## config.mk

```make
export PLATFORM = sky130hd
export DESIGN_NAME = ccr_charger_config_regs
export DESIGN_NICKNAME = d
export VERILOG_FILES = /design/src/rtl/ccr_pkg.sv /design/src/rtl/ccr_charger_config_regs.sv
export SDC_FILE = /design/constraint.sdc
export NUM_CORES = 1
export LEC_CHECK = 0
export ABC_AREA = 1
export BUFFER_PORTS_ARGS = -buffer_cell sky130_fd_sc_hd__buf_2
export CORE_UTILIZATION = 37
export DETAILED_ROUTE_END_ITERATION = 8
export PLACE_DENSITY = 0.6
export SLEW_MARGIN = 20
export SYNTH_ARGS = -nofsm -noshare
export SYNTH_HDL_FRONTEND = slang
export SYNTH_SLANG_ARGS = --single-unit
```

## constraint.sdc

```tcl
create_clock -name ref_clk -period 1.75 [get_ports ref_clk]
set_input_delay 0.2625 -clock ref_clk [delete_from_list [all_inputs] [get_ports ref_clk]]
set_output_delay 0.2625 -clock ref_clk [all_outputs]
set_load 0.005 [all_outputs]
```

## src/rtl/ccr_pkg.sv

```systemverilog
// constants, field layout and config carrier for the charger config regs
// assumes a 40 MHz ref_clk and an 8-bit internal register port
package ccr_pkg;

  // register offsets
  localparam logic [7:0] ADDR_VOLTAGE = 8'h06;
  localparam logic [7:0] ADDR_TERM    = 8'h07;
  localparam logic [7:0] ADDR_COMP    = 8'h08;

  // reset values
  localparam logic [7:0] RST_VOLTAGE  = 8'h82;
  localparam logic [7:0] RST_TERM     = 8'h9d;
  localparam logic [7:0] RST_COMP     = 8'h03;
  localparam logic [7:0] RD_UNMAPPED  = 8'h00;

  // charge voltage code: 3.840 V offset, 16 mV per step
  localparam int         CVC_OFFSET_MV = 3840;
  localparam int         CVC_STEP_MV   = 16;
  localparam int         CVC_LSB       = 2;
  localparam int         CVC_MSB       = 7;
  localparam logic [5:0] CVC_MAX_CODE  = 6'h30;  // 4.608 V

  // field positions
  localparam int PRECHG_BIT   = 1;
  localparam int RECHG_BIT    = 0;
  localparam int TERM_EN_BIT  = 7;
  localparam int STATUS_OFF_BIT = 6;
  localparam int WD_MSB       = 5;
  localparam int WD_LSB       = 4;
  localparam int TMR_EN_BIT   = 3;
  localparam int FCD_MSB      = 2;
  localparam int FCD_LSB      = 1;
  localparam int RSVD_BIT     = 0;
  localparam int IRR_MSB      = 7;
  localparam int IRR_LSB      = 5;
  localparam int IRV_MSB      = 4;
  localparam int IRV_LSB      = 2;
  localparam int THERM_MSB    = 1;
  localparam int THERM_LSB    = 0;

  // watchdog periods in seconds
  localparam logic [1:0] WD_SEL_OFF = 2'h0;
  localparam logic [1:0] WD_SEL_40  = 2'h1;
  localparam logic [1:0] WD_SEL_80  = 2'h2;
  localparam logic [7:0] WD_40_S    = 8'h28;
  localparam logic [7:0] WD_80_S    = 8'h50;
  localparam logic [7:0] WD_160_S   = 8'ha0;

  // one-second tick
  localparam int unsigned CLK_HZ    = 40_000_000;
  localparam int unsigned WD_TICK_S = 1;
  localparam int unsigned TICK_CYCLES_DEF = CLK_HZ * WD_TICK_S;

  typedef struct packed {
    logic [5:0] chargeVoltageCode;
    logic       prechargeThresholdSel;
    logic       rechargeOffsetSel;
    logic       terminationEnable;
    logic       statusPinDisable;
    logic [1:0] watchdogPeriodSel;
    logic       safetyTimerEnable;
    logic [1:0] fastChargeDuration;
    logic       reservedBit;
    logic [2:0] irCompResistance;
    logic [2:0] irCompVoltageClamp;
    logic [1:0] thermalLimitSel;
  } ccr_cfg_s;

endpackage : ccr_pkg

```

## src/rtl/ccr_charger_config_regs.sv

```systemverilog
// three charger configuration registers with watchdog and clamping
// assumes the serial engine drives the register port on ref_clk

module ccr_charger_config_regs
  import ccr_pkg::*;
#(
  parameter int unsigned TICK_CYCLES = TICK_CYCLES_DEF
) (
  input  wire logic              ref_clk,
  input  wire logic              srst,
  input  wire logic              clkEn,
  input  wire logic              regWrEn,
  input  wire logic              regRdEn,
  input  wire logic [7:0]        regAddr,
  input  wire logic [7:0]        regWrData,
  output logic      [7:0]        regRdData,
  input  wire logic              regResetCmd,
  input  wire logic              wdRestart,
  output logic                   wdRestartDone,
  output logic                   wdExpired,
  output ccr_pkg::ccr_cfg_s      cfg
);
  import ccr_pkg::*;

  logic [7:0]  rVoltage;
  logic [7:0]  rTerm;
  logic [7:0]  rComp;
  logic [31:0] tickCnt;
  logic [7:0]  secCnt;
  logic        expireNow;
  logic        restoreNow;
  logic        wrVoltage;
  logic        wrTerm;
  logic        wrComp;
  logic        wrOk;

  function automatic logic [5:0] clampCode(input logic [5:0] code);
    clampCode = (code > CVC_MAX_CODE) ? CVC_MAX_CODE : code;
  endfunction : clampCode

  function automatic logic [7:0] wdLimit(input logic [1:0] sel);
    if (sel == WD_SEL_40) begin
      wdLimit = WD_40_S;
    end else if (sel == WD_SEL_80) begin
      wdLimit = WD_80_S;
    end else begin
      wdLimit = WD_160_S;
    end
  endfunction : wdLimit

  always_comb begin
    wrVoltage = 1'b0;
    wrTerm    = 1'b0;
    wrComp    = 1'b0;
    if (regWrEn && regAddr == ADDR_VOLTAGE) begin
      wrVoltage = 1'b1;
    end else if (regWrEn && regAddr == ADDR_TERM) begin
      wrTerm = 1'b1;
    end else if (regWrEn && regAddr == ADDR_COMP) begin
      wrComp = 1'b1;
    end
  end

  assign expireNow  = (rTerm[WD_MSB:WD_LSB] != WD_SEL_OFF) &&
                      (secCnt == wdLimit(rTerm[WD_MSB:WD_LSB]));
  assign restoreNow = regResetCmd || expireNow;
  // a write lands only when enabled and not overruled by a restore
  assign wrOk       = clkEn && !restoreNow;

  // reset and expiry beat a same-cycle write
  always_ff @(posedge ref_clk) begin
    if (srst) begin
      rVoltage <= RST_VOLTAGE;
    end else if (clkEn) begin
      if (restoreNow) begin
        rVoltage <= RST_VOLTAGE;
      end else if (wrVoltage) begin
        rVoltage <= {clampCode(regWrData[CVC_MSB:CVC_LSB]),
                     regWrData[PRECHG_BIT], regWrData[RECHG_BIT]};
      end
    end
  end

  always_ff @(posedge ref_clk) begin
    if (srst) begin
      rTerm <= RST_TERM;
    end else if (clkEn) begin
      if (restoreNow) begin
        rTerm <= RST_TERM;
      end else if (wrTerm) begin
        rTerm <= regWrData;
      end
    end
  end

  always_ff @(posedge ref_clk) begin
    if (srst) begin
      rComp <= RST_COMP;
    end else if (clkEn) begin
      if (restoreNow) begin
        rComp <= RST_COMP;
      end else if (wrComp) begin
        rComp <= regWrData;
      end
    end
  end

  // readback; unmapped offsets read as zero
  always_ff @(posedge ref_clk) begin
    if (srst) begin
      regRdData <= RD_UNMAPPED;
    end else if (clkEn && regRdEn) begin
      if (regAddr == ADDR_VOLTAGE) begin
        regRdData <= rVoltage;
      end else if (regAddr == ADDR_TERM) begin
        regRdData <= rTerm;
      end else if (regAddr == ADDR_COMP) begin
        regRdData <= rComp;
      end else begin
        regRdData <= RD_UNMAPPED;
      end
    end
  end

  // a rewrite of the period register also counts as a restart
  always_ff @(posedge ref_clk) begin
    if (srst) begin
      tickCnt <= '0;
      secCnt  <= '0;
    end else if (clkEn) begin
      if (wdRestart || wrTerm || expireNow || regResetCmd ||
          rTerm[WD_MSB:WD_LSB] == WD_SEL_OFF) begin
        tickCnt <= '0;
        secCnt  <= '0;
      end else if (tickCnt == TICK_CYCLES - 1) begin
        tickCnt <= '0;
        secCnt  <= secCnt + 8'h01;
      end else begin
        tickCnt <= tickCnt + 32'h0000_0001;
      end
    end
  end

  always_ff @(posedge ref_clk) begin
    if (srst) begin
      wdRestartDone <= 1'b0;
      wdExpired     <= 1'b0;
    end else if (clkEn) begin
      wdRestartDone <= wdRestart;
      wdExpired     <= expireNow;
    end else begin
      wdRestartDone <= 1'b0;
      wdExpired     <= 1'b0;
    end
  end

  assign cfg.chargeVoltageCode     = rVoltage[CVC_MSB:CVC_LSB];
  assign cfg.prechargeThresholdSel = rVoltage[PRECHG_BIT];
  assign cfg.rechargeOffsetSel     = rVoltage[RECHG_BIT];
  assign cfg.terminationEnable     = rTerm[TERM_EN_BIT];
  assign cfg.statusPinDisable      = rTerm[STATUS_OFF_BIT];
  assign cfg.watchdogPeriodSel     = rTerm[WD_MSB:WD_LSB];
  assign cfg.safetyTimerEnable     = rTerm[TMR_EN_BIT];
  assign cfg.fastChargeDuration    = rTerm[FCD_MSB:FCD_LSB];
  assign cfg.reservedBit           = rTerm[RSVD_BIT];
  assign cfg.irCompResistance      = rComp[IRR_MSB:IRR_LSB];
  assign cfg.irCompVoltageClamp    = rComp[IRV_MSB:IRV_LSB];
  assign cfg.thermalLimitSel       = rComp[THERM_MSB:THERM_LSB];
endmodule : ccr_charger_config_regs

```

Yosys cells after proc, flatten, opt, wreduce, memory -nomap -nowiden
Cells that the tools add are included.

Logic and storage cells: 62. Flip-flop bits (word level): 74. Input port bits: 23. Output and inout bits: 34.

Mux-type cells: 22. Eq/ne operators: 7. Add/subtract/negate cells: 2. $lt $le $gt $ge: 1. Bitwise logic cells: 1. Reduce and logical (&&, ||, !) cells: 21.

Operators by type and width (count): 8-bit two-way mux (13); 32-bit two-way mux (2); 32-bit by 1-bit adder with 32-bit output (second input constant) (1); 32-bit by 26-bit equality test with 1-bit output (second input constant) (1); 8-bit by 3-bit equality test with 1-bit output (second input constant) (2); 2-bit nonzero test (5); 8-bit by 1-bit adder with 8-bit output (second input constant) (1); 8-bit by 4-bit equality test with 1-bit output (second input constant) (1); 8-bit equality test (1); 2-bit AND reduction (4); 6-bit greater-than comparator (second input constant) (1); 1-bit two-way mux (6); 6-bit two-way mux (1); 1-bit logical AND (5); 1-bit logical OR (5); 2-bit by 1-bit equality test with 1-bit output (second input constant) (1); 2-bit equality test (second input constant) (1); 2-bit zero test (1); 2-bit OR reduction (1); 1-bit inverter (1).

Longest topological paths before layout
Word-level depth: 10. Depth in mapped cells: 15. Depth with buffers taken out: 15.

Least setup slack after synthesis
Ideal clock, no wire load.

Path kind: register -> register. Start point: register rTerm[4]. End point: register rComp[6]. Cell stages (with the launch flop): 14. Slack: 0.015 ns. Period minus slack after synthesis: 1.735 ns. Path buffers: 1. Required time: 1.637 ns. Library setup time: 0.113 ns. Arrival: 1.622 ns. Cell sequence: dfxtp_1 > inv_1 > ha_1 > nand2_1 > nand2_1 > nor2_2 > nand3_4 > nand2_2 > inv_2 > o21ai_2 > nand2_2 > buf_6 > o21ai_1 > nor2_1.

Word-level cells in the longest chain between the ends: 8. Elaborated cells on any way between the ends: 11. Those cells by class: eq/ne (3); mux (3); reduce/logical (5).

Ends and longest elaborated chain: start: declaration (RTL line ccr_charger_config_regs.sv:26) `logic [7:0] rTerm;`; start signal: assignment (RTL line ccr_charger_config_regs.sv:91) `rTerm <= regWrData;`; 2-bit equality test (RTL line ccr_charger_config_regs.sv:44) `end else if (sel == WD_SEL_80) begin`; 8-bit two-way mux (RTL line ccr_charger_config_regs.sv:44); 8-bit two-way mux (RTL line ccr_charger_config_regs.sv:42) `if (sel == WD_SEL_40) begin`; 8-bit equality test (RTL line ccr_charger_config_regs.sv:65) `(secCnt == wdLimit(rTerm[WD_MSB:WD_LSB]));`; 1-bit logical AND * (RTL line ccr_charger_config_regs.sv:64) `assign expireNow = (rTerm[WD_MSB:WD_LSB] != WD_SEL_OFF) &&`; 1-bit logical OR * (RTL line ccr_charger_config_regs.sv:66) `assign restoreNow = regResetCmd || expireNow;`; 2-bit nonzero test (no source line); 2-bit AND reduction (no source line); end signal: assignment (RTL line ccr_charger_config_regs.sv:103) `rComp <= regWrData;`; end: declaration (RTL line ccr_charger_config_regs.sv:27) `logic [7:0] rComp;`.

Mark *: on every way between the ends. The rest lies on a longest branch, timed or not. A chain may end at the register's enable or synchronous reset.

Final worst setup path
Start point: register rTerm[4]. End point: register tickCnt[27].

Word-level cells in the longest chain between the ends: 9. Elaborated cells on any way between the ends: 12. Those cells by class: eq/ne (3); mux (3); reduce/logical (6).

Ends and longest elaborated chain: 2-bit equality test (RTL line ccr_charger_config_regs.sv:44); 8-bit two-way mux (RTL line ccr_charger_config_regs.sv:44); 8-bit two-way mux (RTL line ccr_charger_config_regs.sv:42); 8-bit equality test (RTL line ccr_charger_config_regs.sv:65); 1-bit logical AND (RTL line ccr_charger_config_regs.sv:64); 1-bit logical OR (2 in series) (RTL line ccr_charger_config_regs.sv:131) `if (wdRestart || wrTerm || expireNow || regResetCmd ||`; 1-bit logical OR * (RTL line ccr_charger_config_regs.sv:131); 32-bit two-way mux * (RTL line ccr_charger_config_regs.sv:131); end signal: assignment (RTL line ccr_charger_config_regs.sv:139) `tickCnt <= tickCnt + 32'h0000_0001;`; end: declaration (RTL line ccr_charger_config_regs.sv:28) `logic [31:0] tickCnt;`.

Marked as above.

==> results.sh <==
export IMPL_syn_avg_cell_area_um2=6.97
export IMPL_crit_type="register to register"
export IMPL_hold_buffers=0
export IMPL_seq_area_frac_synth_pct=36.5
export IMPL_hold_viol=0
export IMPL_yosys_area_share_simple_pct=40.7
export IMPL_drc=0
export IMPL_cts_made_buffers=9
export IMPL_cp_end_kind="register"
export IMPL_hpwlAfterDp_mm=7.82
export IMPL_maxCapViolCount=0
export IMPL_powerDensity_nw_per_um2=684
export IMPL_synth_edf_count=0
export IMPL_crit_path_max_fanout=6
export IMPL_route_detailed_wl_per_inst_um=13.5
export IMPL_crit_path_start_kind="register"
export IMPL_clockBufferDepth=2
export IMPL_drt_wl_total_mm=11.0
export IMPL_nets=700
export IMPL_clock_fmax_mhz=572
export IMPL_ios=57
export IMPL_synth_mux_area_share_pct=0
export IMPL_fillCellCount=1097
export IMPL_synth_top_family_by_area="simple AND/OR/NAND/NOR gates"
export IMPL_post_route_cells_drive_above_1_share_pct=28.7
export IMPL_postRouteAntennaNets=0
export IMPL_grt_pass1_wl_mm=17.6
export IMPL_grt_max_degree=36
export IMPL_die_area_um2=11400
export IMPL_netlist_top_cells_count="nand2_1 (129), nor2_1 (97), dfxtp_1 (74)"
export IMPL_synth_fa_ha_area_share_pct=1.85
export IMPL_reg2reg_from="rTerm[4]$_SDFFE_PP1P_"
export IMPL_min_from="wdRestart"
export IMPL_clk_insertion_delay_late_ns=0.36
export IMPL_fp_dieH_um=107
export IMPL_drv_slew=0
export IMPL_clock_sinks=74
export IMPL_crit_arrival_ns=2.04
export IMPL_ys_types=47
export IMPL_grt_overflow=0
export IMPL_grt_pass1_vias=3817
export IMPL_fin_util_pct=48.4
export IMPL_finalSetupViolCount=0
export IMPL_peakVddDrop_mv=0.427
export IMPL_cp_startpoint="rTerm[4]$_SDFFE_PP1P_"
export IMPL_avgViaCountPerCell=4.91
export IMPL_yosys_warnings=0
export IMPL_synth_most_common_cell="nand2_1"
export IMPL_core_region_area_um2=10500
export IMPL_netlist_area_leader_share_pct=36.5
export IMPL_gp_congestion=0.892
export IMPL_finClkSkew_ns=0.0107
export IMPL_regArea_um2=1490
export IMPL_async_flop_share_pct=0
export IMPL_cp_top_family="simple AND/OR/NAND/NOR gates"
export IMPL_period_minus_slack_ns=1.75
export IMPL_cts_tree="built"
export IMPL_crit_buf_inv=2
export IMPL_start_util_pct=38.8
export IMPL_worst_pin_slew_ns=0.504
export IMPL_instances_no_fill=811
export IMPL_dp_cells=782
export IMPL_crit_path_max_incr_delay_ns=0.35
export IMPL_vias=3984
export IMPL_n_antenna_cell=0
export IMPL_grt_usage_pct=19.7
export IMPL_critPathRequiredTime_ns=2.05
export IMPL_drt_pass1_iter_count=4
export IMPL_ys_seq_elements=74
export IMPL_cellLeakagePower_uw=0.00213
export IMPL_portBuffers=56
export IMPL_syn_area_um2=4060
export IMPL_multi_input_comb_area_um2=2400
export IMPL_synth_compound_area_share_pct=7.84
export IMPL_min_path_type="primary input to register"
export IMPL_h_tree_depth=3
export IMPL_placement_rows=37
export IMPL_slew_headroom_pct=66.1
export IMPL_syn_to_final_growth_pct=24.8
export IMPL_clkTransAtPathRegs_ns=0.08
export IMPL_status="finished clean"
export IMPL_antenna_found_initial=0
export IMPL_drt_iter0_drc=199
export IMPL_yosysTopAreaCell="dfxtp_1"
export IMPL_crit_chain="inv_2, ha_4, nand2_1, nand2_1, nor2_2, nand3_4, nand4_4, o21bai_4, buf_6, nand2_4, nor2_2"
export IMPL_root_buffer="clkbuf_8"
export IMPL_finalCritPeriodShare_pct=99.8
export IMPL_rsz0062_at_grt="true"
export IMPL_die_width_um=107
export IMPL_synth_main_ff_cell="dfxtp_1"
export IMPL_syn_inst=582
export IMPL_netlist_top_cells_area="dfxtp_1 (37%), nand2_1 (12%), nor2_1 (9.0%)"
export IMPL_synth_xor_area_share_pct=3.89
export IMPL_slowest_stage="dfxtp_2"
export IMPL_syn_num_nets=611
-- worst min-delay path: cells and delay by family --
family,cells,cell delay [ns]
buffers and inverters,2,0.16
AND/OR/NAND/NOR,1,0.03
-- sequential cells by signal, summed over array words and instances, names as in the netlist --
name	count
wdExpired	1
wdRestartDone	1
rComp	8
tickCnt	32
regRdData	8
rTerm	8
rVoltage	8
secCnt	8
-- layout make-up --
cell class,count,share of cell area (%)
clock buffer,10,2.52
multi-input combinational,423,47.5
timing repair buffer,87,10.5
tap,136,3.36
timing repair inverter,2,0.297
clock inverter,5,0.643
sequential,74,29.5
inverter,74,5.71
-- cell usage in the layout, fill, tap and decap left out, types with 4 or more instances in the layout --
cell	synthesis	final
nor3_1	14	13
xor2_1	15	15
nand2_1	129	125
inv_4	1	4
nand4_1	15	15
nand2_4	1	5
a21oi_1	5	4
dfxtp_1	74	69
buf_6	4	5
inv_2	7	8
dfxtp_2	0	4
nand2_2	8	9
nor2_2	19	25
clkinvlp_4	0	5
o21ai_1	2	5
buf_2	3	56
nor2_1	97	86
a41oi_1	5	5
buf_4	1	26
clkbuf_8	0	9
o22ai_1	4	4
o21ai_0	21	17
nand3_1	42	42
inv_1	64	60
a31oi_1	4	4
nor2_4	5	10
-- per-layer routing --
| metal | vias to the layer above | share of wire [%] | track usage (%) |
|---|---|---|---|
| met2 | 91 | 48 | 33.9 |
| met1 | 1835 | 46 | 23.8 |
| met5 | - | 0 | 0 |
| li1 | 2045 | - | - |
| met3 | 13 | 4.6 | 5.41 |
| met4 | 0 | 1.6 | 6.16 |
-- power by group --
part           leakage [uW]  switching [uW]  internal (uW)  total, uW
Clock             0.0000742             668            502       1170
Combinational       0.00145             302            198        500
Sequential         0.000605            48.8           1740       1790
Total               0.00213            1020           2440       3460
-- per-stage QoR --
stage | instance area, um^2 | TNS (ns) | power [uW] | hold WS (ns) | setup WS [ns]
after floorplan | 4060 | 0 | 2090 | 0.332 | 0.0148
after global placement | 4590 | -0.169 | 2260 | 0.499 | -0.0299
after detailed placement | 4590 | -0.648 | 2260 | 0.496 | -0.0649
after CTS | 4850 | 0 | 3470 | 0.113 | 0.00126
after global routing | 5060 | -3.76 | 3640 | 0.124 | -0.102
final | 5060 | 0 | 3460 | 0.130 | 0.00284
-- final timing paths --
path / endpoint / slack (ns) / cells after the start
worst min-delay path: wdRestartDone$_SDFF_PP0_ / 0.13 / 3
worst min register to register: secCnt[5]$_SDFFE_PP0P_ / 0.51 / 2
worst max register to register: tickCnt[27]$_SDFFE_PP0P_ / 0.003 / 11
worst max-delay path: tickCnt[27]$_SDFFE_PP0P_ / 0.003 / 11
-- kinds of logic (layout without fill, tap and decap cells) --
family,Yosys count,in the layout
AO/OA/AOI/OAI,50,50
buffers and inverters,88,178
XOR/XNOR,18,18
AND/OR/NAND/NOR,346,349
flip-flops,74,74
adder cells (fa/ha/maj),6,6
-- repair_timing --
action | CTS | global route
gates cloned | 2 | 3
pin swaps | 8 | 21
setup buffers | 3 | 7
endpoints found under the setup margin | 37 | 61
resized for setup | 16 | 43
Note: power is estimated with default switching activity, not from simulation.
